## src/hw/fpg_consts.svh

```systemverilog
// fpg_consts.svh: register offsets, field positions, reset values and counts for the front-panel gpio block
// assumes: included by bare name into the package and the top module
`ifndef FPG_CONSTS_SVH
`define FPG_CONSTS_SVH

`define FPG_NUM_AUX          12
`define FPG_OFF_DIR          12'h000
`define FPG_OFF_LEVEL        12'h004
`define FPG_OFF_SAMPLE       12'h008
`define FPG_OFF_CUSTOM_CTRL  12'h00C
`define FPG_OFF_CUSTOM_STAT  12'h010
`define FPG_OFF_ROUTE        12'h014
`define FPG_BIT_EVENT        0
`define FPG_BIT_SYNC         1
`define FPG_BIT_AUX0         2
`define FPG_NUM_BITS         14
`define FPG_RST_DIR          32'h0000_0000
`define FPG_RST_LEVEL        32'h0000_0000
`define FPG_RST_CUSTOM       32'h0000_0000
`define FPG_RESP_OKAY        2'h0
`define FPG_RESP_SLVERR      2'h2

`endif

```

## src/hw/fpg_pkg.sv

```systemverilog
// fpg_pkg.sv: types shared by the front-panel gpio block
// assumes: fpg_consts.svh on the include path
`include "fpg_consts.svh"
package fpg_pkg;
  // one bit per pin: event pin, sync pin, then the aux connector pins
  typedef logic [`FPG_NUM_BITS-1:0] fpg_pins_t;

  // per-pin bundle toward the connectors
  typedef struct packed {
    fpg_pins_t out;   // driven level
    fpg_pins_t oe;    // output enable, high while driving
  } fpg_drive_t;

  // read channel states of the slave
  typedef enum logic [1:0] {
    FPG_RD_IDLE,
    FPG_RD_RESP
  } fpg_rd_state_t;

  typedef enum logic [1:0] {
    FPG_WR_IDLE,
    FPG_WR_RESP
  } fpg_wr_state_t;
endpackage : fpg_pkg

```

## src/hw/fpg_front_gpio.sv

```systemverilog
// fpg_front_gpio.sv: front-panel gpio control with an axi4-lite register slave
// assumes: one 40 MHz clock aclk, synchronous active-low aresetn, pins arrive asynchronous
//
// Overview of operation
// - pin routed to active function, no manual step
// - input sampler runs regardless of direction
// - driver on only when direction is output
// - reading an output pin returns driven level
// - trigger logic always sees the event pin
// - sync pin behaves like event pin normally
// - split-sync variant: separate sync in and out
// - twelve aux pins, independent direction and level
// - custom firmware reaches gpio via user registers
//
// Register access over AXI4-Lite and the register addresses are this design's own decisions.
`timescale 1ns/1ps
`include "fpg_consts.svh"
module fpg_front_gpio
  import fpg_pkg::*;
#(
  parameter int NUM_AUX    = `FPG_NUM_AUX,  // aux connector pin count
  parameter bit SPLIT_SYNC = 1'b0           // sync uses separate in and out pins
) (
  input  wire logic        aclk,
  input  wire logic        aresetn,
  // axi4-lite slave
  input  wire logic [11:0] s_axi_awaddr,
  input  wire logic        s_axi_awvalid,
  output logic             s_axi_awready,
  input  wire logic [31:0] s_axi_wdata,
  input  wire logic [3:0]  s_axi_wstrb,
  input  wire logic        s_axi_wvalid,
  output logic             s_axi_wready,
  output logic [1:0]       s_axi_bresp,
  output logic             s_axi_bvalid,
  input  wire logic        s_axi_bready,
  input  wire logic [11:0] s_axi_araddr,
  input  wire logic        s_axi_arvalid,
  output logic             s_axi_arready,
  output logic [31:0]      s_axi_rdata,
  output logic [1:0]       s_axi_rresp,
  output logic             s_axi_rvalid,
  input  wire logic        s_axi_rready,
  // connector pins, three signals each
  input  wire logic [`FPG_NUM_BITS-1:0] pin_in,
  output fpg_drive_t       pin_drive,
  // dedicated sync input/output on the split-sync variant
  input  wire logic        sync_split_in,
  output logic             sync_split_out,
  // toward the trigger logic and custom firmware
  output logic             ext_event_level,
  output logic             ext_sync_level,
  output fpg_pins_t        fw_pin_level,
  output logic [31:0]      fw_custom_ctrl,
  input  wire logic [31:0] fw_custom_stat
);

  localparam int NB = `FPG_NUM_BITS;

  fpg_pins_t     dir_q,   next_dir;          // 1 = output
  fpg_pins_t     level_q, next_level;        // output level
  logic [31:0]   custom_q, next_custom;      // software to firmware word
  fpg_pins_t     sync1_q, sync2_q;           // pin synchroniser stages
  logic          ss1_q, ss2_q;               // split-sync input synchroniser
  fpg_pins_t     sample;                     // level seen by the sampler
  fpg_wr_state_t wr_q,    next_wr;
  fpg_rd_state_t rd_q,    next_rd;
  logic          aw_have_q, next_aw_have;    // address latched
  logic          w_have_q,  next_w_have;     // data latched
  logic [11:0]   awaddr_q,  next_awaddr;
  logic [31:0]   wdata_q,   next_wdata;
  logic [3:0]    wstrb_q,   next_wstrb;
  logic [1:0]    bresp_q,   next_bresp;
  logic [31:0]   rdata_q,   next_rdata;
  logic [1:0]    rresp_q,   next_rresp;
  fpg_drive_t    drive_q,   next_drive;
  logic          sso_q,     next_sso;
  logic          evt_q,     ssy_q;
  fpg_pins_t     fwl_q;
  logic          awready_q, wready_q, bvalid_q, arready_q, rvalid_q;                // bus handshake flops
  logic          next_awready, next_wready, next_bvalid, next_arready, next_rvalid; // their next values

  // mask of pins that exist: event, sync (bidirectional unless split), aux
  function automatic fpg_pins_t pin_mask();
    fpg_pins_t m;
    m = '0;
    for (int i = 0; i < NB; i++) begin
      if (i == `FPG_BIT_EVENT) m[i] = 1'b1;
      else if (i == `FPG_BIT_SYNC) m[i] = 1'b1;
      else if (i - `FPG_BIT_AUX0 < NUM_AUX) m[i] = 1'b1;
    end
    return m;
  endfunction : pin_mask

  // merge a written word through byte strobes
  function automatic logic [31:0] merge(input logic [31:0] old, input logic [31:0] nw, input logic [3:0] st);
    logic [31:0] r;
    r = old;
    for (int b = 0; b < 4; b++) begin
      if (st[b]) r[b*8 +: 8] = nw[b*8 +: 8];
    end
    return r;
  endfunction : merge

  // two-stage synchronisers on every incoming pin
  always_ff @(posedge aclk) begin
    if (!aresetn) begin
      sync1_q <= '0;
      sync2_q <= '0;
      ss1_q   <= 1'b0;
      ss2_q   <= 1'b0;
    end else begin
      sync1_q <= pin_in;
      sync2_q <= sync1_q;
      ss1_q   <= sync_split_in;
      ss2_q   <= ss1_q;
    end
  end

  // sampler: pad level read on undriven pins; driven pins read their own level
  always_comb begin
    sample = sync2_q;
    for (int i = 0; i < NB; i++) begin
      if (dir_q[i]) sample[i] = level_q[i];
    end
    if (SPLIT_SYNC) sample[`FPG_BIT_SYNC] = ss2_q;
    sample = sample & pin_mask();
  end

  // write channel: accept address and data in either order, then respond
  always_comb begin
    next_wr      = wr_q;
    next_aw_have = aw_have_q;
    next_w_have  = w_have_q;
    next_awaddr  = awaddr_q;
    next_wdata   = wdata_q;
    next_wstrb   = wstrb_q;
    next_bresp   = bresp_q;
    next_dir     = dir_q;
    next_level   = level_q;
    next_custom  = custom_q;
    case (wr_q)
      FPG_WR_IDLE: begin
        if (s_axi_awvalid && !aw_have_q) begin
          next_aw_have = 1'b1;
          next_awaddr  = s_axi_awaddr;
        end
        if (s_axi_wvalid && !w_have_q) begin
          next_w_have = 1'b1;
          next_wdata  = s_axi_wdata;
          next_wstrb  = s_axi_wstrb;
        end
        if (aw_have_q && w_have_q) begin
          next_bresp = `FPG_RESP_OKAY;
          case ({awaddr_q[11:2], 2'b00})
            `FPG_OFF_DIR:   next_dir    = fpg_pins_t'(merge(32'(dir_q), wdata_q, wstrb_q)) & pin_mask();
            `FPG_OFF_LEVEL: next_level  = fpg_pins_t'(merge(32'(level_q), wdata_q, wstrb_q)) & pin_mask();
            `FPG_OFF_CUSTOM_CTRL: next_custom = merge(custom_q, wdata_q, wstrb_q);
            `FPG_OFF_SAMPLE, `FPG_OFF_CUSTOM_STAT, `FPG_OFF_ROUTE: next_bresp = `FPG_RESP_OKAY;
            default:        next_bresp  = `FPG_RESP_SLVERR;
          endcase
          if (SPLIT_SYNC) next_dir[`FPG_BIT_SYNC] = 1'b0;
          next_aw_have = 1'b0;
          next_w_have  = 1'b0;
          next_wr      = FPG_WR_RESP;
        end
      end
      FPG_WR_RESP: begin
        if (s_axi_bready) next_wr = FPG_WR_IDLE;
      end
      default: next_wr = FPG_WR_IDLE;
    endcase
    // handshake outputs registered from the next state so the ports come from flops
    next_awready = (next_wr == FPG_WR_IDLE) && !next_aw_have;
    next_wready  = (next_wr == FPG_WR_IDLE) && !next_w_have;
    next_bvalid  = (next_wr == FPG_WR_RESP);
  end

  // read channel: one read at a time, data one cycle after the address
  always_comb begin
    next_rd    = rd_q;
    next_rdata = rdata_q;
    next_rresp = rresp_q;
    case (rd_q)
      FPG_RD_IDLE: begin
        if (s_axi_arvalid) begin
          next_rresp = `FPG_RESP_OKAY;
          next_rdata = '0;
          case ({s_axi_araddr[11:2], 2'b00})
            `FPG_OFF_DIR:         next_rdata = 32'(dir_q);
            `FPG_OFF_LEVEL:       next_rdata = 32'(level_q);
            `FPG_OFF_SAMPLE:      next_rdata = 32'(sample);
            `FPG_OFF_CUSTOM_CTRL: next_rdata = custom_q;
            `FPG_OFF_CUSTOM_STAT: next_rdata = fw_custom_stat;
            `FPG_OFF_ROUTE:       next_rdata = {31'h0000_0000, SPLIT_SYNC};
            default:              next_rresp = `FPG_RESP_SLVERR;
          endcase
          next_rd = FPG_RD_RESP;
        end
      end
      FPG_RD_RESP: begin
        if (s_axi_rready) next_rd = FPG_RD_IDLE;
      end
      default: next_rd = FPG_RD_IDLE;
    endcase
    // read handshake outputs follow the next read state
    next_arready = (next_rd == FPG_RD_IDLE);
    next_rvalid  = (next_rd == FPG_RD_RESP);
  end

  // pad drivers follow the direction and level registers one cycle later, through drive_q
  always_comb begin
    next_drive.oe  = dir_q & pin_mask();
    next_drive.out = level_q & dir_q;
    if (SPLIT_SYNC) begin
      next_drive.oe[`FPG_BIT_SYNC]  = 1'b0;
      next_drive.out[`FPG_BIT_SYNC] = 1'b0;
    end
    next_sso = SPLIT_SYNC ? level_q[`FPG_BIT_SYNC] : 1'b0;
  end

  // register every piece of state
  always_ff @(posedge aclk) begin
    if (!aresetn) begin
      wr_q      <= FPG_WR_IDLE;
      rd_q      <= FPG_RD_IDLE;
      aw_have_q <= 1'b0;
      w_have_q  <= 1'b0;
      awaddr_q  <= 12'h000;
      wdata_q   <= 32'h0000_0000;
      wstrb_q   <= 4'h0;
      bresp_q   <= `FPG_RESP_OKAY;
      rdata_q   <= 32'h0000_0000;
      rresp_q   <= `FPG_RESP_OKAY;
      dir_q     <= fpg_pins_t'(`FPG_RST_DIR);
      level_q   <= fpg_pins_t'(`FPG_RST_LEVEL);
      custom_q  <= `FPG_RST_CUSTOM;
      drive_q   <= '0;
      sso_q     <= 1'b0;
      evt_q     <= 1'b0;
      ssy_q     <= 1'b0;
      fwl_q     <= '0;
      awready_q <= 1'b1;
      wready_q  <= 1'b1;
      bvalid_q  <= 1'b0;
      arready_q <= 1'b1;
      rvalid_q  <= 1'b0;
    end else begin
      wr_q      <= next_wr;
      rd_q      <= next_rd;
      aw_have_q <= next_aw_have;
      w_have_q  <= next_w_have;
      awaddr_q  <= next_awaddr;
      wdata_q   <= next_wdata;
      wstrb_q   <= next_wstrb;
      bresp_q   <= next_bresp;
      rdata_q   <= next_rdata;
      rresp_q   <= next_rresp;
      dir_q     <= next_dir;
      level_q   <= next_level;
      custom_q  <= next_custom;
      drive_q   <= next_drive;
      sso_q     <= next_sso;
      evt_q     <= sync2_q[`FPG_BIT_EVENT];  // pad level, even while driven
      ssy_q     <= SPLIT_SYNC ? ss2_q : sync2_q[`FPG_BIT_SYNC];
      fwl_q     <= sample;
      awready_q <= next_awready;
      wready_q  <= next_wready;
      bvalid_q  <= next_bvalid;
      arready_q <= next_arready;
      rvalid_q  <= next_rvalid;
    end
  end

  // outputs straight from flip-flops
  assign s_axi_awready   = awready_q;
  assign s_axi_wready    = wready_q;
  assign s_axi_bvalid    = bvalid_q;
  assign s_axi_bresp     = bresp_q;
  assign s_axi_arready   = arready_q;
  assign s_axi_rvalid    = rvalid_q;
  assign s_axi_rdata     = rdata_q;
  assign s_axi_rresp     = rresp_q;
  assign pin_drive       = drive_q;
  assign sync_split_out  = sso_q;
  assign ext_event_level = evt_q;
  assign ext_sync_level  = ssy_q;
  assign fw_pin_level    = fwl_q;
  assign fw_custom_ctrl  = custom_q;

endmodule : fpg_front_gpio

```

## config.mk

```make
export PLATFORM = sky130hd
export DESIGN_NAME = fpg_front_gpio
export DESIGN_NICKNAME = d
export VERILOG_FILES = /design/src/hw/fpg_pkg.sv /design/src/hw/fpg_front_gpio.sv
export VERILOG_INCLUDE_DIRS = /design/src /design/src/hw
export SDC_FILE = /design/constraint.sdc
export NUM_CORES = 1
export LEC_CHECK = 0
export BUFFER_PORTS_ARGS = -buffer_cell sky130_fd_sc_hd__buf_4
export CORE_MARGIN = 8
export CORE_UTILIZATION = 40
export DETAILED_ROUTE_END_ITERATION = 6
export PLACE_DENSITY = 0.66
export SYNTH_ARGS = -nofsm -noshare
export SYNTH_HDL_FRONTEND = slang
export SYNTH_SLANG_ARGS = --single-unit
```

## constraint.sdc

```tcl
create_clock -name aclk -period 1.7 [get_ports aclk]
set_input_delay 0.34 -clock aclk [delete_from_list [all_inputs] [get_ports aclk]]
set_output_delay 0.34 -clock aclk [all_outputs]
set_load 0.02 [all_outputs]
```

---- Word-level counts from Yosys, hierarchy flattened ----
Cells that the tools add are included.
storage, ports and cells
  register bits ........................... 227
  bits of input ports ..................... 114
cells by class
  equality and inequality tests ........... 14
  multiplexer cells ....................... 29
  bitwise operators ....................... 1
  reduce and logical (&&, ||, !) cells .... 29
operator list
  kind                 number
  $pmux 32 s5          1
  $eq 10x2->1 const B  4
  $eq 10x3->1 const B  4
  $reduce_and 4->1     8
  $eq 10x1->1 const B  2
  $logic_not 10->1     2
  $mux 1               20
  $and 14x14->14       1
  $mux 2               6
  $reduce_or 6->1      2
  $eq 2x1->1 const B   4
  $logic_not 2->1      4
  $pmux 2 s2           2
  $reduce_and 2->1     4
  $logic_and 1x1->1    5
  $logic_not 1->1      4

---- Longest topological paths before layout ----
Gate-level depths: netlist of the first run.
  depth after elaboration ................. 7
  gate-level depth with buffers ........... 7

---- Least setup slack after synthesis of the first run ----
OpenSTA, ideal clock, no wires.
  path kind ............................... input to register
  start ................................... in s_axi_araddr[9]
  end ..................................... reg rdata_q[21] (netlist: s_axi_rdata[21])
  library setup time ...................... 0.069 ns
  arrival time ............................ 1.623 ns
  required time ........................... 1.631 ns
  slack ................................... 0.008 ns
  stages on the path ...................... 7
  path through ............................ or4_4 -> nor4_4 -> and3_1 -> buf_6 -> nand2_4 -> buf_6 -> o21ai_1
between the ends
  longest elaborated chain between the ends .. 2
  elaborated cells between the ends (all ways) .. 6
ends and longest elaborated chain
  item                                 RTL line               text
  start: declaration                   fpg_front_gpio.sv:37   input wire logic [11:0] s_axi_araddr,
  $eq 10x3->1 (tied with other cells)  fpg_front_gpio.sv:189  case ({s_axi_araddr[11:2], 2'b00})
  $pmux 32 s5 *                        fpg_front_gpio.sv:189
  end signal: assignment               fpg_front_gpio.sv:257  rdata_q <= next_rdata;
  end: declaration                     fpg_front_gpio.sv:74   logic [31:0] rdata_q, next_rdata;
Every way passes the cells marked *; elsewhere a longest branch is shown, timed or not.
A chain may end at the register's enable or synchronous reset.

---- Final worst setup path of the first run ----
  start ................................... reg wr_q[0]
  end ..................................... reg custom_q[16] (netlist: fw_custom_ctrl[16])
between the ends
  longest elaborated chain between the ends .. 2
ends and longest elaborated chain
  item                        RTL line               text
  start: declaration          fpg_front_gpio.sv:66   fpg_wr_state_t wr_q, next_wr;
  start signal: assignment    fpg_front_gpio.sv:249  wr_q <= next_wr;
  $logic_not 2->1             fpg_front_gpio.sv:142  case (wr_q)
  $reduce_and 4->1 (no line)  -
  end signal: assignment      fpg_front_gpio.sv:237  custom_q <= `FPG_RST_CUSTOM;
  end signal: assignment      fpg_front_gpio.sv:261  custom_q <= next_custom;
  end: declaration            fpg_front_gpio.sv:62   logic [31:0] custom_q, next_custom;
Every way passes these cells.

==> impl_results.md, run 1 <==
- Sinks on the clock net: 223
- Status: finished clean
- First-pass GRT wire length: 37.3 mm
- Hold Buf Count CTS: 0
- Most area-hungry cell type in the Yosys netlist: sky130_fd_sc_hd__dfxtp_1
- Startpoint-to-endpoint class of the critical path: reg -> reg
- Average routed wire per standard cell: 16.6 µm
- Family with the most delay on the worst path: simple AND/OR/NAND/NOR gates
- Cell chain of the critical path: and4bb_2 -> and4b_2 -> and3_1 -> buf_6 -> nand2_1 -> a21boi_0
- Slowest stage delay, CP: 0.38 ns
- Reported max-cap violation count: 0
- Final setup skew: 0.0157 ns
- Cts bufs inserted: 23
- Floorplan die area: 0.0253 mm²
- Crit end category: flip-flop
- CTS tree: done
- Synthesis-to-layout area growth: 36.6%
- Setup Fix Bufs, Post-CTS: 0
- Leading cell types in the layout, fill and taps excluded: sky130_fd_sc_hd__buf_4, sky130_fd_sc_hd__nand2_1, sky130_fd_sc_hd__dfxtp_1
- Share of the clock period used by the worst path after layout: between 90% and 100%
- Lkg Pwr: 4.57 nW
- Final-report hold violation count: 0
- Count of different cell masters after synthesis: 37
- Xor/xnor share of the synthesized area: 0%
- DRT iter0 DRCs: 499
- Global-route congestion overflow total: 0
- Via density: between 4 and 5
- FF+latch count, synth: between 200 and 250
- Netlist Area Pre-Place: 0.00819 mm²
- I/O pin cnt: 232
- Final hold slack: 0.0375 ns
- Achievable frequency: 602 MHz
- Die Y: around 160 µm
- Residual DRC: 0
- Number of cells on the worst reg-to-reg path: 6
- Setup repair after global routing missed its margin: true
- FF-to-FF End: fw_custom_ctrl[16]
- Number of global-route vias before repair: 6,772
- Number of synthesized flops with an enable pin: 0
- Final Slew Violations: 0
- Simple logic cell fraction of the synthesized area: 21.2%
- Combinational family with the most area after synthesis: simple AND/OR/NAND/NOR gates
- Share of flip-flops with an asynchronous set or reset after synthesis: 0%
- Initial antenna violation count: 0
- CTS clock-pin slew for the worst setup and hold paths: 0.06 ns
- Beginning of the critical path: wr_q[0]
- Endpoint arrival time on the critical path: between 2 and 2.5 ns
- Multiplexer share of the synthesized area: 1.60%
- Half-perimeter wire length after detailed placement: 17.7 mm
- Worst VDD drop: 0.580 mV
- Root buffer selected by CTS: sky130_fd_sc_hd__clkbuf_16
- R2R Setup Slk: 0.04 ns
- Std cell rows: 52
- Std-Cell Core Area: 0.0202 mm²
- H-tree Lvls: 1
- Synthesis warning total: 0
- Pin slew with the least headroom to its limit: 0.758 ns
- Overall global routing resource usage: between 15 and 20%
- Vias after detailed routing: between 6,000 and 7,000
- Register area share after synthesis: 54.5%
- Adder-Cell Fraction of Synth Area: 0%
- Compound-gate portion of the synthesized area: a little under a fifth
- Number of antenna diodes: 0
- Port buffer count: 223
- Post-route antenna net violation count: 0
- Pin count of the biggest net entering global routing: 62
- Reg-to-reg startpoint: wr_q[0]
- Ratio of cells with drive above 1 in the final layout: a little over a quarter
- CP Max Fanout: 8
- Mean post-synth cell area: 8.97 µm²
- Critical Path End: fw_custom_ctrl[16]
- Number of instances in the synthesized netlist: around 900
- Worst path depth: 6
- Placer congestion estimate: 0.790
- Wire length after detailed routing: 23.8 mm
- Clock insertion delay at the later pin of the skew report: ~0.5 ns
- Cell area power density: 1010 mW/mm²
- Required time at the worst-slack endpoint: 2.12 ns
- Area fraction of the dominant cell type after synthesis: 54.5%
- Post-route total power: between 0.01 and 0.015 W
- Number of failing setup endpoints in the final timing report: 0
- Type of the tightest min-delay check: in -> reg
- Width of the die: 159 µm
- Headroom to the max-slew limit: approximately 49%
- Synth Flop Type: sky130_fd_sc_hd__dfxtp_1
- Maximum clock insertion buffer count: 3
- Min Clock Period, post-route: 1.66 ns
- Final setup TNS: 0 ns
- DRT Pass-1 Iters: 4
- Biggest area contributors in the synthesized netlist: sky130_fd_sc_hd__dfxtp_1, sky130_fd_sc_hd__nand2_1, sky130_fd_sc_hd__a21boi_0
- Initial core utilization: 40.6%
- Critical Path Source Type: flip-flop
- Number of buffers and inverters on the critical path: 1
- Cell type of the slowest stage on the worst timing path: sky130_fd_sc_hd__and4b_2
- Final net count: 1,259
- Most frequent standard cell in the layout excluding fill and tap cells: sky130_fd_sc_hd__buf_4
[cells in the mapped netlist (all sizes together) (11+ instances only)]
cell type and count:
nor2 18, a22oi 34, mux2i 12, a21boi 88, nand3 20, a22o 14
a21oi 14, nand2b 13, o21ai 74, buf 16, nand2 225, clkbuf 47
and2 48, nor2b 11, dfxtp 223, and3 21
[cell families after synthesis]
group                  count (synthesis)
other                                  1
AOI/OAI and AO/OA                    232
muxes                                 13
and+or+nand+nor                      371
DFF                                  223
buffers and inverters                 73
[worst register-to-register path: cells and delay by family (launching register included)]
family                 cells  cell delay [ns]
AND/OR/NAND/NOR            4             0.97
AO/OA/AOI/OAI              1             0.16
buffers and inverters      1             0.13
flip-flops                 1             0.31
[routing by layer]
metal	GRT usage (%)	vias up	routed length, µm
li1	-	3525	-
met1	23.8	3229	10700
met2	29.1	202	11100
met3	3.80	29	1500
met4	4.80	0	456
met5	0	-	0
[where the power goes]
group	switching, W	leakage, nW	total (W)	internal [W]
Sequential	0.0000547	1.81	0.00539	0.00534
Combinational	0.000379	2.38	0.000763	0.000384
Clock	0.00197	0.379	0.00518	0.00321
[timing repair]
action                     4_1_cts  5_1_grt
gates resized for setup          5       16
pin swaps                        0       14
setup endpoints to repair       17       43
[state kept, by name, summed over array words and instances (netlist names), 2 cells and up]
signal,cells
sync1_q,14
wdata_q,32
dir_q,14
wstrb_q,4
wr_q,2
fw_custom_ctrl,32
rd_q,2
awaddr_q,10
pin_drive,28
fw_pin_level,14
s_axi_rdata,32
level_q,14
sync2_q,14
[worst min-delay path by stage]
| stage | from | end | slack, ns | cells past startpoint |
|---|---|---|---|---|
| CTS | pin_in[1] | sync1_q[1] | 0.02 | 2 |
| global placement | sync1_q[4] | sync2_q[4] | 0.41 | 1 |
| floorplan | sync1_q[0] | sync2_q[0] | 0.41 | 1 |
| global route | pin_in[3] | sync1_q[3] | 0.02 | 2 |
| finish | pin_in[1] | sync1_q[1] | 0.04 | 2 |
| detailed placement | sync1_q[2] | sync2_q[2] | 0.42 | 1 |
[layout make-up]
type / count / area, µm²
clock buffers: 30 / 632
clock inverters: 8 / 146
fillers: 1908 / 8980
inverters: 10 / 37.5
multi-input cells: 621 / 3460
flip-flops and latches: 223 / 4460
well taps: 270 / 338
repair buffers: 266 / 2100
[per-stage QoR]
stage	std cells	util (%)	instance area (µm²)	setup slack, ns
after floorplan	917	-	8210	0.00796
after global placement	1390	51.4	10400	-0.182
after detailed placement	1390	51.4	10400	-0.219
after CTS	1428	55.3	11200	0.0103
after global routing	1428	55.5	11200	-0.0183
final	1428	55.5	11200	0.0375
(Power assumes the default switching activity.)
==> run 2: changes to the inputs <==
--- a/config.mk
+++ b/config.mk
@@ -6,6 +6,7 @@
 export SDC_FILE = /design/constraint.sdc
 export NUM_CORES = 1
 export LEC_CHECK = 0
+export ABC_AREA = 1
 export BUFFER_PORTS_ARGS = -buffer_cell sky130_fd_sc_hd__buf_4
 export CORE_MARGIN = 8
 export CORE_UTILIZATION = 40
==> run 2 against run 1 <==
Effect of this change:
- clock-buffer cell count grew 9
- synthesized cell count grew 39%
- sequential power grew 1%
- final cell count grew 26%
- first-iteration DRC count grew 27%
- sequential cell count is the same
- via count grew 21%
- clock power shrank 5.0%
- largest cell class unchanged
==> impl_results.md, run 2 <==
- Cell types with the highest counts after synthesis: sky130_fd_sc_hd__nand2_1, sky130_fd_sc_hd__dfxtp_1, sky130_fd_sc_hd__nor2_1 (was sky130_fd_sc_hd__nand2_1, sky130_fd_sc_hd__dfxtp_1, sky130_fd_sc_hd__a21boi_0)
- Biggest area contributors in the synthesized netlist: sky130_fd_sc_hd__dfxtp_1, sky130_fd_sc_hd__nand2_1, sky130_fd_sc_hd__nor2_1 (was sky130_fd_sc_hd__dfxtp_1, sky130_fd_sc_hd__nand2_1, sky130_fd_sc_hd__a21boi_0)
- Cell type of the slowest stage on the worst timing path: sky130_fd_sc_hd__dfxtp_1 (was sky130_fd_sc_hd__and4b_2)
- Net switching fraction of the power: 23.6% (was 21.2%)
- Floorplan die area: 0.0275 mm² (was 0.0253 mm²)
- Maximum clock insertion buffer count: 3 (unchanged)
- Share of the clock period used by the worst path after layout: 86.1% (was 97.8%)
- CTS clock-pin slew for the worst setup and hold paths: 0.06 ns (about the same)
- Cell area power density: 946 mW/mm² (was 1010 mW/mm²)
- Netlist Area Pre-Place: 0.00899 mm² (was 0.00819 mm²)
- Final hold slack: 0.0196 ns (was 0.0375 ns)
- Gate power share: 7.9% (was 6.7%)
- Root buffer selected by CTS: sky130_fd_sc_hd__clkbuf_16 (unchanged)
- Number of instances in the synthesized netlist: 1,272 (was 913)
- Number of buffers and inverters on the critical path: 2 (was 1)
- CTS tree: done (unchanged)
- DRT Pass-1 Iters: 6 (was 4)
- Port buffer count: 223 (unchanged)
- Setup repair after global routing missed its margin: false (was true)
- Synth Flop Type: sky130_fd_sc_hd__dfxtp_1 (unchanged)
- Cell with the most instances on the worst path: sky130_fd_sc_hd__nor2_1
- Post-route antenna net violation count: 0 (unchanged)
- Die Y: 166 µm (was 159 µm)
- Fraction of power consumed by sequential logic: 48.5% (was 47.5%)
- Reported max-cap violation count: 0 (unchanged)
- Mean post-synth cell area: 7.07 µm² (was 8.97 µm²)
- Slowest stage delay, CP: 0.31 ns (was 0.38 ns)
- Number of synthesized flops with an enable pin: 0 (unchanged)
- Final Slew Violations: 0 (unchanged)
- Leading cell types in the layout, fill and taps excluded: sky130_fd_sc_hd__nand2_1, sky130_fd_sc_hd__buf_4, sky130_fd_sc_hd__dfxtp_1 (was sky130_fd_sc_hd__buf_4, sky130_fd_sc_hd__nand2_1, sky130_fd_sc_hd__dfxtp_1)
- Final net count: 1,618 (was 1,259)
- Clock insertion delay at the later pin of the skew report: 0.52 ns (was 0.50 ns)
- Cell chain of the critical path: nor2_1 -> nand4_1 -> nor2_4 -> buf_12 -> nand3_2 -> nand2_1 -> inv_1 -> nor2_1 (was and4bb_2 -> and4b_2 -> and3_1 -> buf_6 -> nand2_1 -> a21boi_0)
- Area taken by flip-flops and latches: 0.00446 mm² (unchanged)
- Final design instance area without fill: 0.0119 mm² (was 0.0112 mm²)
- Half-perimeter wire length after detailed placement: 19.7 mm (was 17.7 mm)
- Cts bufs inserted: 25 (was 23)
- Std-Cell Core Area: 0.0224 mm² (was 0.0202 mm²)
- Count of different cell masters after synthesis: 28 (was 37)
- Wire length after detailed routing: 26.9 mm (was 23.8 mm)
- Min Clock Period, post-route: 1.46 ns (was 1.66 ns)
- Sinks on the clock net: 223 (unchanged)
- Number of antenna diodes: 0 (unchanged)
- Overall global routing resource usage: 19.0% (was 17.9%)
- Endpoint arrival time on the critical path: 1.91 ns (was 2.08 ns)
- Global-route congestion overflow total: 0 (unchanged)
- Average routed wire per standard cell: 14.9 µm (was 16.6 µm)
- Worst VDD drop: 0.563 mV (was 0.580 mV)
- Footprint of the multi-input gates: 0.00347 mm² (was 0.00346 mm²)
- Synthesis warning total: 0 (unchanged)
- CP Max Fanout: 8 (unchanged)
- Total internal power: 0.00862 W (was 0.00893 W)
- Lkg Pwr: 6.05 nW (was 4.57 nW)
- Number of global-route vias before repair: 8,181 (was 6,772)
- Critical Path Source Type: flip-flop (unchanged)
- Crit end category: flip-flop (unchanged)
- Total cell area at the placement stage: 0.0110 mm² (was 0.0104 mm²)
- Share of flip-flops with an asynchronous set or reset after synthesis: 0% (unchanged)
- Residual DRC: 0 (unchanged)
- Register area share after synthesis: 49.6% (was 54.5%)
- Most frequent standard cell in the layout excluding fill and tap cells: sky130_fd_sc_hd__nand2_1 (was sky130_fd_sc_hd__buf_4)
- Std cell rows: 55 (was 52)
- Startpoint-to-endpoint class of the critical path: reg -> reg (unchanged)
- First-pass GRT wire length: 43.2 mm (was 37.3 mm)
- Status: finished clean (unchanged)
- Final setup skew: 0.0179 ns (was 0.0157 ns)
- DRT iter0 DRCs: 636 (was 499)
- Width of the die: 166 µm (was 159 µm)
- Synthesis-to-layout area growth: 32.6% (was 36.6%)
- Cell with the most instances after synthesis: sky130_fd_sc_hd__nand2_1 (unchanged)
- Required time at the worst-slack endpoint: 2.14 ns (was 2.12 ns)
- CTS-repair resized insts: 0 (was 5)
- I/O pin cnt: 232 (unchanged)
- Via density: 4.67 (was 4.89)
- H-tree Lvls: 1 (unchanged)
- Vias after detailed routing: 8,430 (was 6,985)
- Number of failing setup endpoints in the final timing report: 0 (unchanged)
- Initial core utilization: 40.2% (was 40.6%)
- Initial antenna violation count: 2 (was 0)
- Most area-hungry cell type in the Yosys netlist: sky130_fd_sc_hd__dfxtp_1 (unchanged)
- Family with the most delay on the worst path: simple AND/OR/NAND/NOR gates (unchanged)
- Final-report hold violation count: 0 (unchanged)
- P_sw: 0.00266 W (was 0.00241 W)
- Ratio of cells with drive above 1 in the final layout: 21.2% (was 27.5%)
- Placer congestion estimate: 0.834 (was 0.790)
- Filler instances: 2,152 (was 1,908)
- Type of the tightest min-delay check: in -> reg (unchanged)
- Area fraction of the dominant cell type after synthesis: 49.6% (was 54.5%)
- Pin count of the biggest net entering global routing: 94 (was 62)
- FF+latch count, synth: 223 (unchanged)
- Relative contribution of the clock network to total power: 43.7% (was 45.7%)
- Final setup TNS: 0 ns (unchanged)
- Achievable frequency: 683 MHz (was 602 MHz)
run 2: final cells by class:
cell class	count	share of cell area (%)
Multi-Input combinational cell	782	29.1
Sequential cell	223	37.4
Timing Repair Buffer	270	18.0
Inverter	202	6.37
Tap cell	285	2.99
Clock inverter	4	0.252
Clock buffer	39	5.94
run 2: kinds of logic (layout without fill, tap and decap cells):
kind of cell / count (synthesis) / in the layout / synth area share, %
other: 1 / 5 / 0.0417
AOI/OAI and AO/OA: 158 / 158 / 8.88
buffers and inverters: 271 / 515 / 12.1
DFF: 223 / 223 / 49.6
and+or+nand+nor: 619 / 619 / 29.3
run 2: final timing paths:
path,startpoint,to,slack (ns),cells after the start
setup reg to reg,awaddr_q[11],fw_custom_ctrl[13],0.24,8
hold / removal,pin_in[7],sync1_q[7],0.02,3
setup / recovery,awaddr_q[11],fw_custom_ctrl[13],0.24,8
hold reg to reg,sync1_q[1],sync2_q[1],0.41,2
run 2: through the flow:
stage                     util (%)  power [W]  setup slack, ns  std cells
after global routing          53.3     0.0118            0.111       1805
after floorplan                  -    0.00604            0.344       1276
final                         53.3     0.0113            0.237       1805
after CTS                     53.2     0.0114            0.114       1802
after detailed placement      49.4    0.00645           0.0863       1748
after global placement        49.4    0.00644            0.128       1748
run 2: power groups by stage:
stage	clock network, W	logic (W)	registers [W]
floorplan	0	0.000428	0.00561
detailed placement	0	0.000871	0.00558
global route	0.00530	0.000985	0.00548
global placement	0	0.000861	0.00558
CTS	0.00505	0.000895	0.00546
finish	0.00492	0.000890	0.00547
run 2: worst register-to-register path, delay by kind of cell (launching register included):
kind	cells	cell delay, ns
buffers and inverters	2	0.18
DFF	1	0.31
and+or+nand+nor	6	0.91
run 2: metal layers:
layer | vias to the layer above | global-route usage, % | routed length, µm
li1 | 4358 | - | -
met1 | 3747 | 25.2 | 12400
met2 | 275 | 30.1 | 11800
met3 | 46 | 4.87 | 2120
met4 | 4 | 5.30 | 542
met5 | - | 0 | 24
run 2: timing repair:
item / 4_1_cts / 5_1_grt
endpoints found under the hold margin: 11 / 0
setup buffers: 0 / 3
hold buffers: 11 / 0
setup endpoints to repair: 0 / 5
==> run 3: changes to the inputs <==
--- a/config.mk
+++ b/config.mk
@@ -10,6 +10,7 @@
 export BUFFER_PORTS_ARGS = -buffer_cell sky130_fd_sc_hd__buf_4
 export CORE_MARGIN = 8
 export CORE_UTILIZATION = 40
+export CTS_BUF_LIST = sky130_fd_sc_hd__clkbuf_8 sky130_fd_sc_hd__clkbuf_16
 export DETAILED_ROUTE_END_ITERATION = 6
 export PLACE_DENSITY = 0.66
 export SYNTH_ARGS = -nofsm -noshare
==> run 3 against run 2 <==
Effect of this change:
- via count hardly changed
- clock power shrank 1%
- total power shrank 0.57%
- global-route usage about the same
- hold slack got worse by 0.0038 ns
- maximum frequency fell by 0.31%
- clock-buffer cell count is 11 lower
- utilization unchanged
==> impl_results.md, run 3 (synthesis results as in run 2) <==
- Status: finished clean (unchanged)
- Net switching fraction of the power: 23.7% (was 23.6%)
- Relative contribution of the clock network to total power: 43.3% (was 43.7%)
- Post-route antenna net violation count: 0 (unchanged)
- Cell area power density: 940 mW/mm² (was 946 mW/mm²)
- DRT iter0 DRCs: 688 (was 636)
- Via density: 4.67 (about the same)
- Min Clock Period, post-route: 1.47 ns (was 1.46 ns)
- Cell type of the slowest stage on the worst timing path: sky130_fd_sc_hd__dfxtp_1 (unchanged)
- I/O pin cnt: 232 (unchanged)
- Startpoint-to-endpoint class of the critical path: reg -> reg (unchanged)
- CTS clock-pin slew for the worst setup and hold paths: 0.06 ns (about the same)
- Critical Path Source Type: flip-flop (unchanged)
- Endpoint arrival time on the critical path: 1.91 ns (about the same)
- Sinks on the clock net: 223 (unchanged)
- Count of non-filler cells in the finished layout: 1,805 (unchanged)
- Residual DRC: 0 (unchanged)
- Number of cells on the worst reg-to-reg path: 8 (unchanged)
- Cell with the most instances on the worst path: sky130_fd_sc_hd__nor2_1 (unchanged)
- Final net count: 1,618 (unchanged)
- Cts bufs inserted: 25 (unchanged)
- Floorplan die area: 0.0275 mm² (unchanged)
- Total placed cells including tap cells: 1,748 (unchanged)
- Reported max-cap violation count: 0 (unchanged)
- Overall global routing resource usage: 19.0% (about the same)
- Global-route congestion overflow total: 0 (unchanged)
- Port buffer count: 223 (unchanged)
- Fraction of power consumed by sequential logic: 48.7% (was 48.5%)
- Beginning of the critical path: awaddr_q[11] (unchanged)
- Width of the die: 166 µm (unchanged)
- H-tree Lvls: 1 (unchanged)
- Number of antenna diodes: 0 (unchanged)
- CTS tree: done (unchanged)
- Worst VDD drop: 0.565 mV (was 0.563 mV)
- Gate power share: 7.9% (about the same)
- Number of failing setup endpoints in the final timing report: 0 (unchanged)
- DRT Pass-1 Iters: 7 (was 6)
- Half-perimeter wire length after detailed placement: 19.7 mm (unchanged)
- Origin of the worst min-delay path: pin_in[9] (was pin_in[7])
- Final hold slack: 0.0158 ns (was 0.0196 ns)
- Most frequent standard cell in the layout excluding fill and tap cells: sky130_fd_sc_hd__nand2_1 (unchanged)
- Cell chain of the critical path: nor2_1 -> nand4_1 -> nor2_4 -> buf_12 -> nand3_2 -> nand2_1 -> inv_1 -> nor2_1 (unchanged)
- Final critical-path setup slack: 0.232 ns (was 0.237 ns)
- Final-report hold violation count: 0 (unchanged)
- Required time at the worst-slack endpoint: 2.14 ns (about the same)
- Initial core utilization: 40.2% (unchanged)
- Root buffer selected by CTS: sky130_fd_sc_hd__clkbuf_16 (unchanged)
- Synthesis-to-layout area growth: 32.6% (unchanged)
- P_sw: 0.00266 W (about the same)
- Filler instances: 2,152 (unchanged)
- Wire length after detailed routing: 26.9 mm (about the same)
- Final setup skew: 0.0170 ns (was 0.0179 ns)
- Final setup TNS: 0 ns (unchanged)
- Vias after detailed routing: 8,425 (was 8,430)
- Place WS: 0.0863 ns (unchanged)
- CP Max Fanout: 8 (unchanged)
- Min-Delay Path Depth: 3 (unchanged)
- Leading cell types in the layout, fill and taps excluded: sky130_fd_sc_hd__nand2_1, sky130_fd_sc_hd__buf_4, sky130_fd_sc_hd__dfxtp_1 (unchanged)
- Pin count of the biggest net entering global routing: 94 (unchanged)
- Lkg Pwr: 6.10 nW (was 6.05 nW)
- Type of the tightest min-delay check: in -> reg (unchanged)
- First-pass GRT wire length: 43.2 mm (about the same)
- Setup repair after global routing missed its margin: false (unchanged)
- Achievable frequency: 681 MHz (was 683 MHz)
- Crit end category: flip-flop (unchanged)
- Slowest stage delay, CP: 0.31 ns (about the same)
- Maximum clock insertion buffer count: 3 (unchanged)
- Initial antenna violation count: 2 (unchanged)
- Die Y: 166 µm (unchanged)
- Total internal power: 0.00855 W (was 0.00862 W)
- Clock insertion delay at the later pin of the skew report: 0.52 ns (about the same)
- Average routed wire per standard cell: 14.9 µm (about the same)
- CTS-repair resized insts: 0 (unchanged)
- Std cell rows: 55 (unchanged)
- Placer congestion estimate: 0.834 (unchanged)
- Std-Cell Core Area: 0.0224 mm² (unchanged)
- Ratio of cells with drive above 1 in the final layout: 21.2% (unchanged)
- Share of the clock period used by the worst path after layout: 86.3% (was 86.1%)
- Final Slew Violations: 0 (unchanged)
- Reg-to-reg startpoint: awaddr_q[11] (unchanged)
- Number of global-route vias before repair: 8,180 (was 8,181)
-- run 3: cell types whose count changed in the layout (fill, tap and decap cells not counted), sizes merged --
| cell | before | now |
|---|---|---|
| inv | 201 | 212 |
| clkbuf | 39 | 28 |
-- run 3: power groups by stage --
stage          Clock [W]  Combinational [W]  Sequential, W
4_1_cts          0.00498           0.000895        0.00546
2_1_floorplan          0           0.000428        0.00561
6_report         0.00486           0.000890        0.00547
3_5_place_dp           0           0.000871        0.00558
3_3_place_gp           0           0.000861        0.00558
5_1_grt          0.00524           0.000985        0.00548
-- run 3: through the flow --
stage | area (µm²) | power, W | util, %
after CTS | 11900 | 0.0113 | 53.2
after global placement | 11000 | 0.00644 | 49.4
final | 11900 | 0.0112 | 53.3
after floorplan | 9010 | 0.00604 | -
after detailed placement | 11000 | 0.00645 | 49.4
after global routing | 11900 | 0.0117 | 53.3
-- run 3: repair_timing --
action | CTS | global route
endpoints found under the hold margin | 11 | 0
buffers inserted | 0 | 3
hold buffers | 11 | 0
endpoints found under the setup margin | 0 | 5
-- run 3: layout make-up --
class / instances / area (µm²) / area share (%)
well taps: 285 / 357 / 2.99
flip-flops and latches: 223 / 4460 / 37.4
repair buffers: 270 / 2140 / 18.0
clock inverters: 15 / 71.3 / 0.598
clock buffers: 28 / 667 / 5.59
multi-input cells: 782 / 3470 / 29.1
inverters: 202 / 759 / 6.37
-- run 3: final timing paths --
path | slack [ns] | endpoint
hold / removal | 0.02 | sync1_q[9]
hold reg to reg | 0.41 | sync2_q[1]
setup reg to reg | 0.23 | fw_custom_ctrl[13]
setup / recovery | 0.23 | fw_custom_ctrl[13]
-- run 3: per-layer routing --
metal | share of wire (%) | vias up | GRT usage [%]
li1 | - | 4360 | -
met1 | 46 | 3756 | 25.2
met2 | 44 | 263 | 30.1
met4 | 1.9 | 4 | 5.30
met5 | 0.089 | - | 0
met3 | 7.7 | 42 | 4.87
-- run 3: worst max-delay path: cells and delay by family (launching register included) --
kind / cells / cell delay [ns]
buffers and inverters: 2 / 0.18
and+or+nand+nor: 6 / 0.91
DFF: 1 / 0.31
